`src/logic/pwmcfg_pkg.sv`:
```
// Package with register map, field layout and encodings of the PWM auto-switch configuration block
`default_nettype none
package pwmcfg_pkg;

  // Byte addresses inside the module window
  localparam logic [23:0] ADDR_HI_LOWER  = 24'h1D006C;
  localparam logic [23:0] ADDR_LO_UPPER  = 24'h1D0070;
  localparam logic [23:0] ADDR_LO_LOWER  = 24'h1D0074;
  localparam logic [23:0] ADDR_CFG_MAX   = 24'h1D0078;
  localparam logic [23:0] ADDR_HI_UPPER  = 24'h1D0068;

  // Threshold field
  localparam int unsigned THR_LSB = 4;
  localparam int unsigned THR_MSB = 17;
  localparam logic [13:0] THR_RESET = 14'h0000;

  // Configuration field positions
  localparam int unsigned B_SEL_LSB   = 28;
  localparam int unsigned A_SEL_LSB   = 24;
  localparam int unsigned CL_C_BIT    = 23;
  localparam int unsigned CL_AB_BIT   = 20;
  localparam int unsigned CL_PM_BIT   = 19;
  localparam int unsigned FIXED_BIT   = 12;
  localparam int unsigned MODE_LSB    = 4;
  localparam int unsigned ACC_BIT     = 1;
  localparam logic [31:0] CFG_WMASK   = 32'hFF98_10F2;
  localparam logic [31:0] CFG_RESET   = 32'h0000_0000;

  // AXI responses
  localparam logic [1:0] RESP_OKAY   = 2'h0;
  localparam logic [1:0] RESP_SLVERR = 2'h2;

  // Route selector codes
  typedef enum logic [3:0] {
    ROUTE_PASS  = 4'h0,
    ROUTE_EDGE  = 4'h1,
    ROUTE_LOC_C = 4'h2,
    ROUTE_CROSS = 4'h3,
    ROUTE_DN_A  = 4'h4,
    ROUTE_DN_B  = 4'h5,
    ROUTE_DN_C  = 4'h6,
    ROUTE_DN_C2 = 4'h7,
    ROUTE_DN_C3 = 4'h8
  } pwmcfg_route_e;

  // Operating modes
  typedef enum logic [3:0] {
    MODE_NORMAL = 4'h0,
    MODE_RESON  = 4'h1,
    MODE_MULTI  = 4'h2,
    MODE_TRI    = 4'h3,
    MODE_LEAD   = 4'h4
  } pwmcfg_mode_e;

  // Waveform sources entering the route selectors
  typedef struct packed {
    logic pass_a;
    logic pass_b;
    logic edge_a;
    logic edge_b;
    logic loc_c;
    logic cross_a;
    logic cross_b;
    logic dn_a;
    logic dn_b;
    logic dn_c;
    logic dn_c2;
    logic dn_c3;
  } pwmcfg_src_s;

  // Decoded configuration driving the PWM core
  typedef struct packed {
    pwmcfg_mode_e mode;
    logic         cl_enable;
    logic         pulse_match;
    logic         cl_affects_ab;
    logic         cl_affects_c;
    logic         fixed_duty;
    logic         accel_input;
  } pwmcfg_ctl_s;

endpackage : pwmcfg_pkg
`default_nettype wire

```
`src/logic/pwmcfg_top.sv`:
```
// PWM auto-switch thresholds, mode and output routing configuration with AXI4-Lite slave
//
// Behaviour
// - No mode switch while value sits between high upper and high lower thresholds.
// - No mode switch while value sits between low upper and low lower thresholds.
// - Thresholds are 14-bit fields at bits 17:4, reset zero, low nibble reads zero.
// - Bits 31:28 route output B after edge generation, nine codes, pass at reset.
// - Bits 27:24 route output A before high resolution stage, same nine codes.
// - Bit 23 lets current-limit fault alter output C; clear means ignored.
// - Bit 20 lets current-limit fault alter outputs A and B; clear means ignored.
// - Normal mode: bit 19 enables cycle-by-cycle current limit.
// - Multi and resonant modes: bit 19 enables A/B pulse matching.
// - Resonant mode: bit 12 picks duty from filter (0) or high-switch register (1).
// - Bits 7:4 choose normal, resonant, multi, triangular or leading mode.
// - Bit 1 picks register-driven waveforms (0) or accelerator input (1).
// - Reserved configuration bits read as zero.
`timescale 1ns/1ps
`default_nettype none
module pwmcfg_top (
  input  wire logic                     mclk,
  input  wire logic                     srst,
  // AXI4-Lite slave
  input  wire logic [23:0]              s_awaddr,
  input  wire logic                     s_awvalid,
  output logic                          s_awready,
  input  wire logic [31:0]              s_wdata,
  input  wire logic [3:0]               s_wstrb,
  input  wire logic                     s_wvalid,
  output logic                          s_wready,
  output logic [1:0]                    s_bresp,
  output logic                          s_bvalid,
  input  wire logic                     s_bready,
  input  wire logic [23:0]              s_araddr,
  input  wire logic                     s_arvalid,
  output logic                          s_arready,
  output logic [31:0]                   s_rdata,
  output logic [1:0]                    s_rresp,
  output logic                          s_rvalid,
  input  wire logic                     s_rready,
  // Auto-switch monitoring
  input  wire logic [13:0]              monitor_value,
  input  wire logic [13:0]              high_upper_threshold,
  output logic                          high_switch_allowed,
  output logic                          low_switch_allowed,
  // Waveform routing
  input  wire pwmcfg_pkg::pwmcfg_src_s  route_src,
  input  wire logic                     current_limit_fault,
  output logic                          output_a_routed,
  output logic                          output_b_routed,
  output logic                          cl_fault_to_ab,
  output logic                          cl_fault_to_c,
  // Duty source for resonant mode
  input  wire logic [17:0]              filter_duty,
  output logic [17:0]                   resonant_duty,
  output pwmcfg_pkg::pwmcfg_ctl_s       core_ctl
);

  ////////////////////////////////////////////////////////////////////////////
  // Storage
  logic [13:0] hi_lower_reg;
  logic [13:0] lo_upper_reg;
  logic [13:0] lo_lower_reg;
  logic [31:0] cfg_reg;
  logic [31:0] cfg_next;

  // Byte-lane merge, used for every writable register
  function automatic logic [31:0] pwmcfg_merge(input logic [31:0] old_v,
                                               input logic [31:0] new_v,
                                               input logic [3:0]  strb);
    logic [31:0] res;
    res = old_v;
    for (int i = 0; i < 4; i++) begin
      if (strb[i]) begin
        res[i*8 +: 8] = new_v[i*8 +: 8];
      end
    end
    return res;
  endfunction : pwmcfg_merge

  // Threshold packing into bits 17:4
  function automatic logic [31:0] pwmcfg_thr_word(input logic [13:0] thr);
    return {14'h0000, thr, 4'h0};
  endfunction : pwmcfg_thr_word

  // Route selector; unlisted codes fall back to pass-through
  function automatic logic pwmcfg_route(input logic [3:0] sel,
                                        input logic pass_v,
                                        input logic edge_v,
                                        input logic cross_v,
                                        input pwmcfg_pkg::pwmcfg_src_s s);
    logic r;
    r = pass_v;
    case (sel)
      pwmcfg_pkg::ROUTE_EDGE:  r = edge_v;
      pwmcfg_pkg::ROUTE_LOC_C: r = s.loc_c;
      pwmcfg_pkg::ROUTE_CROSS: r = cross_v;
      pwmcfg_pkg::ROUTE_DN_A:  r = s.dn_a;
      pwmcfg_pkg::ROUTE_DN_B:  r = s.dn_b;
      pwmcfg_pkg::ROUTE_DN_C:  r = s.dn_c;
      pwmcfg_pkg::ROUTE_DN_C2: r = s.dn_c2;
      pwmcfg_pkg::ROUTE_DN_C3: r = s.dn_c3;
      default:                 r = pass_v;
    endcase
    return r;
  endfunction : pwmcfg_route

  ////////////////////////////////////////////////////////////////////////////
  // Write channel: address and data latched in either order
  logic        aw_held_reg;
  logic        w_held_reg;
  logic [23:0] aw_addr_reg;
  logic [31:0] w_data_reg;
  logic [3:0]  w_strb_reg;
  logic        bvalid_reg;
  logic [1:0]  bresp_reg;

  assign s_awready = !aw_held_reg && !bvalid_reg;
  assign s_wready  = !w_held_reg && !bvalid_reg;
  assign s_bvalid  = bvalid_reg;
  assign s_bresp   = bresp_reg;

  wire        aw_fire = s_awvalid && s_awready;
  wire        w_fire  = s_wvalid && s_wready;
  wire        aw_have = aw_held_reg || aw_fire;
  wire        w_have  = w_held_reg || w_fire;
  wire        do_write = aw_have && w_have;
  wire [23:0] wr_addr = aw_held_reg ? aw_addr_reg : s_awaddr;
  wire [31:0] wr_data = w_held_reg ? w_data_reg : s_wdata;
  wire [3:0]  wr_strb = w_held_reg ? w_strb_reg : s_wstrb;

  // Write address decode
  wire wr_hi_lower = (wr_addr == pwmcfg_pkg::ADDR_HI_LOWER);
  wire wr_lo_upper = (wr_addr == pwmcfg_pkg::ADDR_LO_UPPER);
  wire wr_lo_lower = (wr_addr == pwmcfg_pkg::ADDR_LO_LOWER);
  wire wr_cfg      = (wr_addr == pwmcfg_pkg::ADDR_CFG_MAX);
  wire wr_mapped   = wr_hi_lower || wr_lo_upper || wr_lo_lower || wr_cfg;

  // Merged threshold words; low nibble and upper bits never stored
  wire [31:0] hi_lower_m = pwmcfg_merge(pwmcfg_thr_word(hi_lower_reg), wr_data, wr_strb);
  wire [31:0] lo_upper_m = pwmcfg_merge(pwmcfg_thr_word(lo_upper_reg), wr_data, wr_strb);
  wire [31:0] lo_lower_m = pwmcfg_merge(pwmcfg_thr_word(lo_lower_reg), wr_data, wr_strb);

  // Reserved bits masked so they stay zero
  assign cfg_next = pwmcfg_merge(cfg_reg, wr_data, wr_strb) & pwmcfg_pkg::CFG_WMASK;

  // Write handshake state
  always_ff @(posedge mclk) begin
    if (srst) begin
      aw_held_reg <= 1'b0;
      w_held_reg  <= 1'b0;
      aw_addr_reg <= 24'h000000;
      w_data_reg  <= 32'h0000_0000;
      w_strb_reg  <= 4'h0;
      bvalid_reg  <= 1'b0;
      bresp_reg   <= pwmcfg_pkg::RESP_OKAY;
    end else begin
      if (aw_fire) begin
        aw_addr_reg <= s_awaddr;
      end
      if (w_fire) begin
        w_data_reg <= s_wdata;
        w_strb_reg <= s_wstrb;
      end
      aw_held_reg <= aw_have && !do_write;
      w_held_reg  <= w_have && !do_write;
      if (do_write) begin
        bvalid_reg <= 1'b1;
        bresp_reg  <= wr_mapped ? pwmcfg_pkg::RESP_OKAY : pwmcfg_pkg::RESP_SLVERR;
      end else if (s_bready) begin
        bvalid_reg <= 1'b0;
      end
    end
  end

  // Register file updates
  always_ff @(posedge mclk) begin
    if (srst) begin
      hi_lower_reg <= pwmcfg_pkg::THR_RESET;
      lo_upper_reg <= pwmcfg_pkg::THR_RESET;
      lo_lower_reg <= pwmcfg_pkg::THR_RESET;
      cfg_reg      <= pwmcfg_pkg::CFG_RESET;
    end else if (do_write) begin
      if (wr_hi_lower) begin
        hi_lower_reg <= hi_lower_m[pwmcfg_pkg::THR_MSB:pwmcfg_pkg::THR_LSB];
      end
      if (wr_lo_upper) begin
        lo_upper_reg <= lo_upper_m[pwmcfg_pkg::THR_MSB:pwmcfg_pkg::THR_LSB];
      end
      if (wr_lo_lower) begin
        lo_lower_reg <= lo_lower_m[pwmcfg_pkg::THR_MSB:pwmcfg_pkg::THR_LSB];
      end
      if (wr_cfg) begin
        cfg_reg <= cfg_next;
      end
    end
  end

  ////////////////////////////////////////////////////////////////////////////
  // Read channel: one cycle to answer, data held until taken
  logic        rvalid_reg;
  logic [31:0] rdata_reg;
  logic [1:0]  rresp_reg;
  logic [31:0] rd_word;
  logic        rd_ok;

  assign s_arready = !rvalid_reg;
  assign s_rvalid  = rvalid_reg;
  assign s_rdata   = rdata_reg;
  assign s_rresp   = rresp_reg;

  // Read decode; upper threshold is the core's and is not readable here, its address answers SLVERR
  always_comb begin
    rd_ok   = 1'b1;
    rd_word = 32'h0000_0000;
    if (s_araddr == pwmcfg_pkg::ADDR_HI_LOWER) begin
      rd_word = pwmcfg_thr_word(hi_lower_reg);
    end else if (s_araddr == pwmcfg_pkg::ADDR_LO_UPPER) begin
      rd_word = pwmcfg_thr_word(lo_upper_reg);
    end else if (s_araddr == pwmcfg_pkg::ADDR_LO_LOWER) begin
      rd_word = pwmcfg_thr_word(lo_lower_reg);
    end else if (s_araddr == pwmcfg_pkg::ADDR_CFG_MAX) begin
      rd_word = cfg_reg;
    end else begin
      rd_ok = 1'b0;
    end
  end

  always_ff @(posedge mclk) begin
    if (srst) begin
      rvalid_reg <= 1'b0;
      rdata_reg  <= 32'h0000_0000;
      rresp_reg  <= pwmcfg_pkg::RESP_OKAY;
    end else if (s_arvalid && s_arready) begin
      rvalid_reg <= 1'b1;
      rdata_reg  <= rd_word;
      rresp_reg  <= rd_ok ? pwmcfg_pkg::RESP_OKAY : pwmcfg_pkg::RESP_SLVERR;
    end else if (s_rready) begin
      rvalid_reg <= 1'b0;
    end
  end

  ////////////////////////////////////////////////////////////////////////////
  // Hysteresis bands: switching blocked strictly inside each band
  wire in_high_band = (monitor_value < high_upper_threshold) && (monitor_value > hi_lower_reg);
  wire in_low_band  = (monitor_value < lo_upper_reg) && (monitor_value > lo_lower_reg);
  assign high_switch_allowed = !in_high_band;
  assign low_switch_allowed  = !in_low_band;

  ////////////////////////////////////////////////////////////////////////////
  // Mode decode; reserved codes behave as normal mode
  wire [3:0] mode_raw = cfg_reg[pwmcfg_pkg::MODE_LSB +: 4];
  pwmcfg_pkg::pwmcfg_mode_e mode_eff;
  assign mode_eff = (mode_raw > pwmcfg_pkg::MODE_LEAD) ? pwmcfg_pkg::MODE_NORMAL
                                                       : pwmcfg_pkg::pwmcfg_mode_e'(mode_raw);

  wire is_normal = (mode_eff == pwmcfg_pkg::MODE_NORMAL);
  wire is_reson  = (mode_eff == pwmcfg_pkg::MODE_RESON);
  wire pm_mode   = is_reson || (mode_eff == pwmcfg_pkg::MODE_MULTI);
  wire bit19     = cfg_reg[pwmcfg_pkg::CL_PM_BIT];
  wire fixed_sel = cfg_reg[pwmcfg_pkg::FIXED_BIT];

  // Core control fields
  assign core_ctl.mode          = mode_eff;
  assign core_ctl.cl_enable     = is_normal && bit19;
  assign core_ctl.pulse_match   = pm_mode && bit19;
  assign core_ctl.cl_affects_ab = cfg_reg[pwmcfg_pkg::CL_AB_BIT];
  assign core_ctl.cl_affects_c  = cfg_reg[pwmcfg_pkg::CL_C_BIT];
  assign core_ctl.fixed_duty    = is_reson && fixed_sel;
  assign core_ctl.accel_input   = cfg_reg[pwmcfg_pkg::ACC_BIT];

  // Fault gating toward outputs
  assign cl_fault_to_ab = current_limit_fault && cfg_reg[pwmcfg_pkg::CL_AB_BIT];
  assign cl_fault_to_c  = current_limit_fault && cfg_reg[pwmcfg_pkg::CL_C_BIT];

  // Resonant duty source; outside resonant mode the filter duty passes
  assign resonant_duty = (is_reson && fixed_sel) ? {high_upper_threshold, 4'h0} : filter_duty;

  ////////////////////////////////////////////////////////////////////////////
  // Output routing
  wire [3:0] a_sel = cfg_reg[pwmcfg_pkg::A_SEL_LSB +: 4];
  wire [3:0] b_sel = cfg_reg[pwmcfg_pkg::B_SEL_LSB +: 4];
  assign output_a_routed = pwmcfg_route(a_sel, route_src.pass_a, route_src.edge_a,
                                        route_src.cross_a, route_src);
  assign output_b_routed = pwmcfg_route(b_sel, route_src.pass_b, route_src.edge_b,
                                        route_src.cross_b, route_src);
endmodule : pwmcfg_top
`default_nettype wire

```
`config.mk`:
```
export PLATFORM = sky130hd
export DESIGN_NAME = pwmcfg_top
export DESIGN_NICKNAME = d
export VERILOG_FILES = /design/src/logic/pwmcfg_pkg.sv /design/src/logic/pwmcfg_top.sv
export SDC_FILE = /design/constraint.sdc
export NUM_CORES = 1
export LEC_CHECK = 0
export BUFFER_PORTS_ARGS = -buffer_cell sky130_fd_sc_hd__buf_2
export CAP_MARGIN = 5
export CORE_ASPECT_RATIO = 0.5
export CORE_MARGIN = 4
export CORE_UTILIZATION = 40
export CTS_BUF_LIST = sky130_fd_sc_hd__clkbuf_4
export CTS_CLUSTER_DIAMETER = 200
export CTS_CLUSTER_SIZE = 40
export DETAILED_ROUTE_END_ITERATION = 10
export PLACE_DENSITY = 0.73
export SYNTH_ARGS = -nofsm -noshare
export SYNTH_HDL_FRONTEND = slang
export SYNTH_SLANG_ARGS = --single-unit
```
`constraint.sdc`:
```
create_clock -name mclk -period 2 [get_ports mclk]
set_input_delay 0.2 -clock mclk [delete_from_list [all_inputs] [get_ports mclk]]
set_output_delay 0.2 -clock mclk [all_outputs]
set_load 0.005 [all_outputs]
```
; After elaboration in Yosys (flattened, before gate mapping)
; Cells that the tools add are included.
[totals]
n_memories = 0
romBits = 0
out_inout_bits = 75
ramBits = 0
latch_bits = 0
register_bits = 159
elab_cells = 119
[classes]
n_bitwise = 0
eq_ne = 26
addsub = 0
shift = 0
div_mod_pow = 0
n_mul = 0
n_mux = 21
order_cmp = 5
n_reduce_logical = 44
[ops]
columns = op, n
row1 = equality test 24 x 21 -> 1 bit (second input constant), 8
row2 = two-way mux 32 bit, 5
row3 = AND reduction 3 bit, 13
row4 = equality test 4 x 3 -> 1 bit (second input constant), 8
row5 = > comparator 14 bit, 2
row6 = < comparator 14 bit, 2
row7 = two-way mux 24 bit, 1
row8 = equality test 4 x 2 -> 1 bit (second input constant), 5
row9 = two-way mux 18 bit, 1
row10 = case mux 1 bit (8 select lines), 2
row11 = logical AND 1 bit, 15
row12 = equality test 4 x 1 -> 1 bit (second input constant), 3
row13 = equality test 4 bit (second input constant), 2
row14 = two-way mux 1 bit, 8
row15 = two-way mux 4 bit, 2
row16 = logical NOT 1 bit, 7
row17 = logical OR 1 bit, 6
row18 = > comparator 4 x 3 -> 1 bit (second input constant), 1
row19 = logical NOT 4 bit, 1
row20 = two-way mux 2 bit, 2
row21 = nonzero test 2 bit, 2

; Longest topological paths before layout
; Gate-level depths: netlist (run 1).
[depth]
depth_word = 7
ltp_mapped = 8

; Worst setup path after synthesis (run 1)
; OpenSTA, ideal clock, no wires.
[synth_timing]
path_type = register to register
startpoint = reg aw_held_reg
endpoint = reg cfg_reg[19]
slack_ns = 0.124
period_less_slack_ns = 1.876
arrival_ns = 1.804
path_stages_with_launch = 8
setup_ns = 0.072
t_required_ns = 1.928
cell_sequence = dfxtp_1 > buf_4 > buf_4 > mux2i_1 > nor3_1 > and4_1 > buf_2 > mux2i_1
[synth_via]
elab_chain_len = 6
[synth_lines]
columns = item, line
row1 = start: declaration, pwmcfg_top.sv:109  ; logic aw_held_reg;
row2 = start signal: assignment, pwmcfg_top.sv:164  ; aw_held_reg <= aw_have && !do_write;
row3 = branches (longest 5 deep; another with two-way mux 24 bit), --
row4 = AND reduction 3 bit (no source line) (*), --
row5 = end signal: assignment, pwmcfg_top.sv:181  ; cfg_reg <= pwmcfg_pkg::CFG_RESET;
row6 = end signal: assignment, pwmcfg_top.sv:193  ; cfg_reg <= cfg_next;
row7 = end: declaration, pwmcfg_top.sv:63  ; logic [31:0] cfg_reg;
; Mark *: on every way between the ends.
; A chain may end at the register's enable or synchronous reset.

; Final worst setup path (run 1)
[layout_timing]
startpoint = reg hi_lower_reg[13]
endpoint = out high_switch_allowed
[layout_via]
elab_chain_len = 3
[layout_lines]
columns = item, line
row1 = start: declaration, pwmcfg_top.sv:60  ; logic [13:0] hi_lower_reg;
row2 = start signal: assignment, pwmcfg_top.sv:178  ; hi_lower_reg <= pwmcfg_pkg::THR_RESET;
row3 = start signal: assignment, pwmcfg_top.sv:184  ; hi_lower_reg <= hi_lower_m[pwmcfg_pkg::THR_MSB:pwmcfg_pkg::THR_LSB];
row4 = > comparator 14 bit, pwmcfg_top.sv:244  ; wire in_high_band = (monitor_value < high_upper_threshold) && (monitor_value > hi_lower_reg);
row5 = logical AND 1 bit, pwmcfg_top.sv:244
row6 = logical NOT 1 bit, pwmcfg_top.sv:246  ; assign high_switch_allowed = !in_high_band;
row7 = end: declaration, pwmcfg_top.sv:43  ; output logic high_switch_allowed,
; No other way between the ends.

==> metrics, run 1 <==
Yosys warnings=0; xor and xnor area share after synthesis=less than 1%; All-Layer GR Usage=21.7%; Synth Register Bits=roughly 150; number of remaining DRC errors=0; antenna viol nets, final=0; combined area of all synthesized cells=8260 um2; detailed-route via count=8305; worst path required time=about 1.8 ns; initial standard-cell utilization of the core=41.6%; share of cell area taken by muxes after synthesis=a little over an eighth; Inserted Clock Buffers=17; setup repair after global routing missed its margin=yes; # nets final=~1500; pin count of the biggest net entering global routing=66; clock period minus worst slack=approximately 2.6 ns; PD cells=529 nW/um2; number of antenna violations at the first check in global routing=1; Routed Wire Length=about 26 mm; share of the synthesized area in compound gates (AO/OA/AOI/OAI)=14.0%; Max FO, Critical Path=4; via count of the first global-routing pass=8240; dominant register cell in the synthesized netlist=dfxtp_1; post-route clock period utilization=128%; Adder-Cell Fraction of Synth Area=just over 8%; status=finished with violations; Hold Violations, Final=0; Core Footprint=around 20000 um2; headroom to the max-slew limit=35.9%; count of routing violations after the opening detailed-route iteration=around 550; placer congestion estimate=0.860; Final setup viols=8; MaxCap Viol Count=0; Worst Hold Slack=roughly 0.12 ns; leading cell types in the layout, fill and taps excluded=223 x nand2_1, 205 x buf_2, 112 x dfxtp_1; Clock Tree Buf Depth=2; vias per std cell=between 5 and 6; Peak Freq=392 MHz; router iterations before antenna repair=5; share of flip-flops with an asynchronous set or reset after synthesis=0%; Post-synth EDFFs=0; wire length of the first global-routing pass=a little over 40 mm; CP peak stage delay=approximately 0.38 ns; Hold Crit Class=in2reg; layout overhead on the synthesized area=38.4%; Final WS setup=-0.553 ns; average wire per standard cell=16.3 um; Slowest-stage cell, CP=dfxtp_2; kind of start point of the critical path=flop; die height=110 um; number of H-tree levels=4; Root Buffer=clkbuf_4; top cells by area, synth=dfxtp_1 35%, nand2_1 11%, mux2i_1 8.2%; area occupied by registers=roughly 3000 um2; proportion of netlist area held by the largest area contributor=between 30% and 40%; cell count after synthesis=~1000; total count of max-transition violations in the final report=0; clock latency on the worst-skew pair=0.55 ns; TritonCTS clock tree=done; dominant combinational cell family by area after synthesis=simple AND/OR/NAND/NOR gates; combined area of the multi-input logic cells=between 5000 and 6000 um2; io pins=225; cells along the critical path=inv_1 > ha_1 > nand4_1 > nor4_1 > a2111oi_0 > o21ai_1 > a211o_1 > buf_2; clock slew at reported path FFs=0.14 ns; worst clock skew on the final layout=approximately 0.035 ns; CP Capture Type=primary output; Yosys cell types=63; mean post-synth cell area=~8.3 um2; Buffers & Inverters on Critical Path=2; Filler Cells Inserted=1750; cell type with the highest aggregate area in the netlist=dfxtp_1; DP HPWL=~19 mm; leakage power total=approximately 0.0053 uW; number of cell rows=36; die span in x=about 210 um; sequential cell area fraction in the yosys report=roughly a third; data arrival time of the critical path=around 2.4 ns; Num Clock Sinks=~150; residual overflow from global routing=0; kind of cell adding the most delay to the critical path=compound AO/OA/AOI/OAI gates; final core utilization=a little under three fifths; simple-gate portion of the synthesized area=between 20 and 25%; share of post-route cells with drive strength above 1=36.8%; PortBufs=between 200 and 250; kind of critical path=reg2out; Max rail drop VDD=around 0.36 mV; most common library cell in the layout ignoring fill and taps=nand2_1; failing checks=setup timing; slew of the pin with the lowest slew margin=roughly 0.96 ns; Die ar.=between 20000 and 25000 um2
## per-layer routing
metal	track usage (%)	up-vias	part of all wire [%]
met2	38.3	212	48
met1	27.5	3961	45
li1	-	4097	-
met3	3.36	35	4.3
met5	0	-	0
met4	6.93	0	2.2
## layout make-up
class / count / share of cell area (%)
tap: 266 / 2.91
clock inverter: 15 / 1.08
inverter: 60 / 1.99
timing repair buffer: 353 / 21.2
antenna: 1 / 0.0219
multi-input combinational: 732 / 45.8
sequential: 145 / 25.9
clock buffer: 17 / 1.12
## cells by family after synthesis
family / count (synthesis)
simple gates: 376
compound gates: 187
flops: 145
buf+inv: 127
mux: 104
fa+ha+maj: 54
xor+xnor: 2
other cells: 1
## per-stage QoR
stage	worst slack, ns	instances	setup TNS [ns]	cell area (um2)	total power (uW)
3_5_place_dp	-0.107	1463	-1.02	9780	4210
5_1_grt	-0.762	1589	-3.89	11400	6380
4_1_cts	-0.584	1580	-2.81	11200	6050
2_1_floorplan	0.124	1004	0	8290	3760
3_3_place_gp	-0.0805	1463	-0.641	9780	4170
6_report	-0.553	1589	-1.28	11400	6040
## synthesized netlist by cell type, types with 4 or more instances
master / number
ha_1: 54
o21a_1: 4
buf_4: 16
and4_1: 5
clkbuf_1: 42
a211oi_1: 5
nand4_1: 11
nand3b_1: 4
dfxtp_1: 145
inv_1: 59
nor3b_1: 4
buf_1: 5
nand2_1: 238
a21o_1: 7
o31ai_1: 5
nand3_1: 11
a21oi_1: 80
nor2_1: 31
and2_1: 10
nand4_4: 6
nor3_1: 11
nor4_1: 13
o41ai_1: 4
nor2b_1: 6
a221oi_1: 11
and3_1: 5
a22o_1: 11
o21ai_0: 39
mux2i_1: 68
mux2_2: 34
## worst paths after layout
kind,slack (ns),to,from,depth (start not counted)
max,-0.55,high_switch_allowed,hi_lower_reg[13]$_SDFFE_PP0P_,8
max reg2reg,0.07,lo_lower_reg[0]$_SDFFE_PP0P_,aw_held_reg$_SDFF_PP0_,7
min reg2reg,0.46,w_data_reg[26]$_SDFFE_PP0P_,w_data_reg[26]$_SDFFE_PP0P_,2
min,0.12,w_data_reg[15]$_SDFFE_PP0P_,srst,2
## repair_timing
item,4_1_cts,5_1_grt
endpoints found under the setup margin,23,49
gates cloned,3,0
hold buffers,58,0
pin swaps,33,18
endpoints found under the hold margin,57,0
buffers inserted,24,11
resized for setup,113,47
## worst reg2reg max path: stages, from the launching register on
cell and delay [ns]:
dfxtp_1 0.36, buf_4 0.16, or4_1 0.56, o21ai_4 0.14, buf_6 0.16, buf_4 0.15
nand4_4 0.13, mux2i_1 0.22
## report_power, final
group          total (uW)  switching, uW  internal [uW]
Clock                1720           1200            525
Combinational        1270            668            597
Sequential           3050           62.2           2990
Total                6040           1930           4110
No activity file was read; power rests on OpenSTA's default activity.
==> inputs of run 2 (changes only) <==
--- a/config.mk
+++ b/config.mk
@@ -14,7 +14,7 @@
 export CTS_CLUSTER_DIAMETER = 200
 export CTS_CLUSTER_SIZE = 40
 export DETAILED_ROUTE_END_ITERATION = 10
-export PLACE_DENSITY = 0.73
+export PLACE_DENSITY = 0.66
 export SYNTH_ARGS = -nofsm -noshare
 export SYNTH_HDL_FRONTEND = slang
 export SYNTH_SLANG_ARGS = --single-unit
==> run 2 against run 1 <==
  * The flow still finishes with violations (setup timing)
  * Register-to-register slack better by 0.03 ns
  * Count of clock-buffer cells in the layout increased by 1
  * First-iteration DRC count shrank 9.9%
  * Worst hold slack improved by 0.0061 ns
  * Utilization rose by 0.66 points
  * Clock skew fell by 0.0070 ns
  * Non-clock buffer count decreased by 9
==> metrics, run 2 (synthesis results as in run 1) <==
status=finished with violations; die span in x=211 um (unchanged); Routed Wire Length=26.4 mm (+1.6%); leakage power total=0.00532 uW (+0.60%); share of post-route cells with drive strength above 1=37.2% (+0.45 points); Hold Crit Class=in2reg; count of routing violations after the opening detailed-route iteration=493 (-9.9%); placer congestion estimate=0.862 (+0.31%); Final WS setup=-0.531 ns (+0.0219 ns); router iterations before antenna repair=5 (unchanged); slew of the pin with the lowest slew margin=0.923 ns (-0.0358 ns); summed negative setup slack over all endpoints=-1.05 ns (+0.228 ns); PortBufs=209 (unchanged); TritonCTS clock tree=done; All-Layer GR Usage=21.6% (-0.084 points); number of antenna violations at the first check in global routing=1 (unchanged); # nets final=1505 (-0.53%); pin count of the biggest net entering global routing=49 (-26%); CP peak stage delay=0.39 ns (about the same); clock period minus worst slack=2.53 ns (-0.0219 ns); data arrival time of the critical path=2.33 ns (-0.02 ns); area of all placed cells without fillers=11600 um2 (+1.1%); kind of start point of the critical path=flop; wire length of the first global-routing pass=40.3 mm (-1.0%); number of cell rows=36 (unchanged); die height=110 um (unchanged); detailed-route via count=8296 (-0.11%); Inserted Clock Buffers=17 (unchanged); Buffers & Inverters on Critical Path=2 (unchanged); most common library cell in the layout ignoring fill and taps=nand2_1; Hold Violations, Final=0 (unchanged); worst clock skew on the final layout=0.0275 ns (-0.00701 ns); kind of cell adding the most delay to the critical path=simple AND/OR/NAND/NOR gates; clock latency on the worst-skew pair=0.54 ns (about the same); initial standard-cell utilization of the core=41.6% (unchanged); Slowest-stage cell, CP=or3_1; setup repair after global routing missed its margin=yes; Max FO, Critical Path=3 (-1); Root Buffer=clkbuf_4; post-route clock period utilization=127% (-1.1 points); vias per std cell=5.25 (+0.40%); via count of the first global-routing pass=8152 (-1.1%); kind of critical path=reg2out; Clock Tree Buf Depth=2 (unchanged); number of remaining DRC errors=0 (unchanged); Final setup viols=17 (+9); internal reg-to-reg setup slack=0.10 ns (+0.03 ns); total count of max-transition violations in the final report=0 (unchanged); Die ar.=23100 um2 (unchanged); MaxCap Viol Count=0 (unchanged); worst path required time=1.80 ns (about the same); number of H-tree levels=4 (unchanged); Core Footprint=19900 um2 (unchanged); global routing usage on met3=3.53% (+0.17 points); GR Util met2=38.4% (+0.068 points); average wire per standard cell=16.7 um (+2.1%); residual overflow from global routing=0 (unchanged); CP Capture Type=primary output; failing checks=setup timing; Max rail drop VDD=0.372 mV (+2.5%); Num Clock Sinks=145 (unchanged); PD cells=557 nW/um2 (+5.4%); antenna viol nets, final=0 (unchanged); cells along the critical path=inv_2 > ha_4 > nand4_1 > or3_1 > a21oi_2 > nor4_2 > a211o_1 > buf_2; Top Usage Layer GRT=met2; io pins=225 (unchanged); headroom to the max-slew limit=38.3% (+2.4 points); leading cell types in the layout, fill and taps excluded=225 x nand2_1, 203 x buf_2, 107 x dfxtp_1; clock slew at reported path FFs=0.15 ns (about the same); met1 routing resource usage after global routing=28.0% (+0.44 points); DP HPWL=18.6 mm (-1.6%); Peak Freq=395 MHz (+0.87%); instance area at placement=9820 um2 (+0.41%); layout overhead on the synthesized area=40.0%
## run 2: cell count changes in the layout (fill, tap and decap cells not counted), sizes merged
cell      delta
clkinv       +2
inv          -4
buf          -9
clkbuf       +1
clkinvlp     -2
o211a        +1
bufinv       +3
## run 2: area by class of cell
class / instances / area [um2]
clock buffer: 18 / 135
sequential: 145 / 2970
antenna: 1 / 2.50
inverter: 60 / 230
tap: 266 / 333
fill: 1730 / 8300
timing repair buffer: 344 / 2390
clock inverter: 14 / 181
multi-input combinational: 733 / 5320
## run 2: per-layer routing
| layer | vias to the layer above | wire length [um] |
|---|---|---|
| li1 | 4078 | - |
| met1 | 3953 | 11800 |
| met2 | 242 | 12800 |
| met3 | 23 | 1510 |
| met4 | 0 | 240 |
| met5 | - | 0 |
## run 2: stage by stage
| step | cells | util [%] | total power (uW) | hold slack [ns] | worst slack (ns) |
|---|---|---|---|---|---|
| floorplan | 1004 | - | 3760 | 0.299 | 0.124 |
| global placement | 1465 | 49.4 | 4190 | 0.385 | -0.0756 |
| detailed placement | 1465 | 49.4 | 4220 | 0.397 | -0.0972 |
| CTS | 1572 | 56.7 | 6430 | 0.0731 | -0.581 |
| global route | 1581 | 58.2 | 6790 | 0.0842 | -0.636 |
| finish | 1581 | 58.2 | 6440 | 0.128 | -0.531 |
## run 2: timing repair
action | 4_1_cts | 5_1_grt
gates cloned | 3 | 1
pin swaps | 31 | 18
hold endpoints to repair | 57 | 0
hold buffers | 58 | 0
resized for setup | 111 | 57
buffers inserted | 14 | 7
setup endpoints to repair | 24 | 33
## run 2: power by group
group | internal, uW | total, uW | switching (uW)
registers | 2990 | 3050 | 63.0
logic | 611 | 1290 | 679
clock network | 907 | 2100 | 1190
total | 4510 | 6440 | 1930
## run 2: worst paths after layout
kind	end	depth (start not counted)	startpoint
setup / recovery	high_switch_allowed	8	hi_lower_reg[10]$_SDFFE_PP0P_
hold / removal	w_data_reg[14]$_SDFFE_PP0P_	2	srst
setup reg to reg	lo_upper_reg[6]$_SDFFE_PP0P_	6	aw_addr_reg[8]$_SDFFE_PP0P_
hold reg to reg	aw_addr_reg[12]$_SDFFE_PP0P_	2	aw_addr_reg[12]$_SDFFE_PP0P_
## run 2: worst reg2reg max path: stages, from the launching register on
cell	delay, ns
dfxtp_1	0.34
nor4_1	0.30
and4b_2	0.36
o211a_4	0.24
buf_4	0.15
nand4_4	0.19
mux2i_1	0.19
==> inputs of run 3 (changes only) <==
--- a/config.mk
+++ b/config.mk
@@ -10,7 +10,7 @@
 export CORE_ASPECT_RATIO = 0.5
 export CORE_MARGIN = 4
 export CORE_UTILIZATION = 40
-export CTS_BUF_LIST = sky130_fd_sc_hd__clkbuf_4
+export CTS_BUF_LIST = sky130_fd_sc_hd__clkbuf_2 sky130_fd_sc_hd__clkbuf_4 sky130_fd_sc_hd__clkbuf_8
 export CTS_CLUSTER_DIAMETER = 200
 export CTS_CLUSTER_SIZE = 40
 export DETAILED_ROUTE_END_ITERATION = 10
==> run 3 against run 2 <==
  * The flow still finishes with violations (setup timing)
  * Critical path depth did not move
  * Global-route usage shrank 1.1 points
  * Non-clock buffer count is 44 lower
  * Largest cell class unchanged
  * Wire length down 5.6%
  * Via count fell by 3.4%
  * Worst hold slack worse by 0.098 ns
  * Largest power group unchanged
  * Die area stayed put
  * Utilization decreased by 2.2 points
  * Critical path type unchanged
  * Final cell count shrank 2.9%
  * First-iteration DRC count up 9.5%
  * Combinational power decreased by 7%
==> metrics, run 3 (synthesis results as in run 1) <==
io pins=225 (unchanged); kind of critical path=reg2out; die height=110 um (unchanged); Max rail drop VDD=0.306 mV (-18%); share of post-route cells with drive strength above 1=36.5% (-0.73 points); headroom to the max-slew limit=37.8% (-0.46 points); Hold Crit Class=in2reg; share of total power consumed by net switching=28.3% (-1.7 points); worst path required time=1.80 ns (about the same); number of H-tree levels=4 (unchanged); number of cell rows=36 (unchanged); clock latency on the worst-skew pair=0.42 ns (-0.12 ns); via count of the first global-routing pass=7690 (-5.7%); switching power=1920 uW (-0.53%); slew of the pin with the lowest slew margin=0.930 ns (+0.00690 ns); R2R Path End=lo_upper_reg[6]$_SDFFE_PP0P_; leading cell types in the layout, fill and taps excluded=234 x nand2_1, 205 x buf_2, 109 x dfxtp_1; number of antenna violations at the first check in global routing=0 (-1); Non-Filler Instances=1535 (-2.9%); summed negative setup slack over all endpoints=-0.654 ns (+0.395 ns); setup repair after global routing missed its margin=yes; worst reg2reg startpoint=aw_held_reg$_SDFF_PP0_; Die ar.=23100 um2 (unchanged); placer congestion estimate=0.862 (unchanged); Final setup viols=2 (-15); Num Clock Sinks=145 (unchanged); router iterations before antenna repair=4 (-1); antenna viol nets, final=0 (unchanged); Inserted Clock Buffers=17 (unchanged); vias per std cell=5.22 (-0.45%); detailed-route via count=8018 (-3.4%); residual overflow from global routing=0 (unchanged); source of the worst hold timing path=s_awaddr[17]; count of inserted antenna diode cells=0 (-1); Hold Path End=aw_addr_reg[17]$_SDFFE_PP0P_; Final WS setup=-0.446 ns (+0.0844 ns); pin count of the biggest net entering global routing=49 (unchanged); power share of the sequential group=45.0% (-2.4 points); area of all placed cells without fillers=11100 um2 (-3.8%); leakage power total=0.00514 uW (-3.4%); wire length of the first global-routing pass=38.5 mm (-4.7%); instance area at placement=9820 um2 (unchanged); Clock Tree Buf Depth=2 (unchanged); kind of start point of the critical path=flop; TritonCTS clock tree=done; initial standard-cell utilization of the core=41.6% (unchanged); # nets final=1460 (-3.0%); PortBufs=209 (unchanged); Pwr Total=6790 uW (+5.3%); clock slew at reported path FFs=0.08 ns (-0.07 ns); Peak Freq=409 MHz (+3.4%); Worst R2R Path Depth=7 (+1); Max FO, Critical Path=3 (unchanged); worst clock skew on the final layout=0.0172 ns (-0.0103 ns); DP HPWL=18.6 mm (unchanged); Core Footprint=19900 um2 (unchanged); layout overhead on the synthesized area=34.7%; number of instances on the worst hold path=3 (+1); data arrival time of the critical path=2.25 ns (-0.08 ns); clock group share of total power=37.3% (+4.7 points); post-route clock period utilization=122% (-4.2 points); status=finished with violations; Filler Cells Inserted=1782 (+3.0%); All-Layer GR Usage=20.5% (-1.1 points); clock period minus worst slack=2.45 ns (-0.0844 ns); CP Capture Type=primary output; count of routing violations after the opening detailed-route iteration=540 (+9.5%); MaxCap Viol Count=0 (unchanged); internal reg-to-reg setup slack=0.12 ns (+0.02 ns); number of remaining DRC errors=0 (unchanged); Routed Wire Length=24.9 mm (-5.6%); share of power burned in combinational logic=17.7% (-2.3 points); total count of max-transition violations in the final report=0 (unchanged); start point of the critical path=hi_lower_reg[13]$_SDFFE_PP0P_; most common library cell in the layout ignoring fill and taps=nand2_1; total placed cells including tap cells=1465 (unchanged); average wire per standard cell=16.2 um (-2.8%); die span in x=211 um (unchanged); Hold Violations, Final=0 (unchanged); failing checks=setup timing; Root Buffer=clkbuf_8; cell internal power dissipation=4860 uW (+7.8%); PD cells=610 nW/um2 (+9.5%)
-- run 3: repair_timing --
item                                   4_1_cts  5_1_grt
buffers inserted                             8        8
gates cloned                                 1        1
resized for setup                           63       71
pin swaps                                   17       18
hold buffers                                12        8
setup endpoints to repair                   23       28
endpoints found under the hold margin       12        8
-- run 3: worst max-delay path, stage by stage (launching register included) --
cell,delay (ns)
dfxtp_2,0.36
inv_2,0.05
ha_4,0.26
nand4_1,0.15
or3_1,0.41
a21oi_2,0.13
nor4_2,0.06
a211o_1,0.28
buf_2,0.13
-- run 3: layer usage --
layer  GRT usage [%]  vias up  routed length [um]
met5               0        -                   0
met4            4.21        0                 188
met3            3.68       13                1390
met2            35.0      227               11800
met1            27.6     3801               11500
li1                -     3977                   -
-- run 3: final cells by class --
class	count	area, um2	area share [%]
sequential	145	2960	26.6
tap	266	333	2.99
timing repair buffer	300	1940	17.4
clock inverter	13	178	1.60
multi-input combinational	732	5230	47.0
inverter	60	225	2.03
clock buffer	19	255	2.30
-- run 3: power by group through the flow --
stage | Sequential, uW | Combinational (uW) | Clock, uW
2_1_floorplan | 3110 | 647 | 0
3_3_place_gp | 3120 | 1070 | 0
3_5_place_dp | 3130 | 1090 | 0
4_1_cts | 3060 | 1140 | 2600
5_1_grt | 3070 | 1340 | 2740
6_report | 3050 | 1200 | 2530
-- run 3: worst max-delay path by stage --
stage               depth (start not counted)                      endpoint
finish                                      8           high_switch_allowed
global route                                8           high_switch_allowed
CTS                                         8           high_switch_allowed
detailed placement                          7  lo_upper_reg[7]$_SDFFE_PP0P_
global placement                            7  lo_upper_reg[8]$_SDFFE_PP0P_
floorplan                                   7      cfg_reg[19]$_SDFFE_PP0P_
-- run 3: per-stage QoR --
step	hold WS [ns]	worst slack (ns)	utilization, %
floorplan	0.299	0.124	-
global placement	0.385	-0.0756	49.4
detailed placement	0.397	-0.0972	49.4
CTS	0.000104	-0.426	53.9
global route	0.00164	-0.516	56.0
finish	0.0298	-0.446	56.0
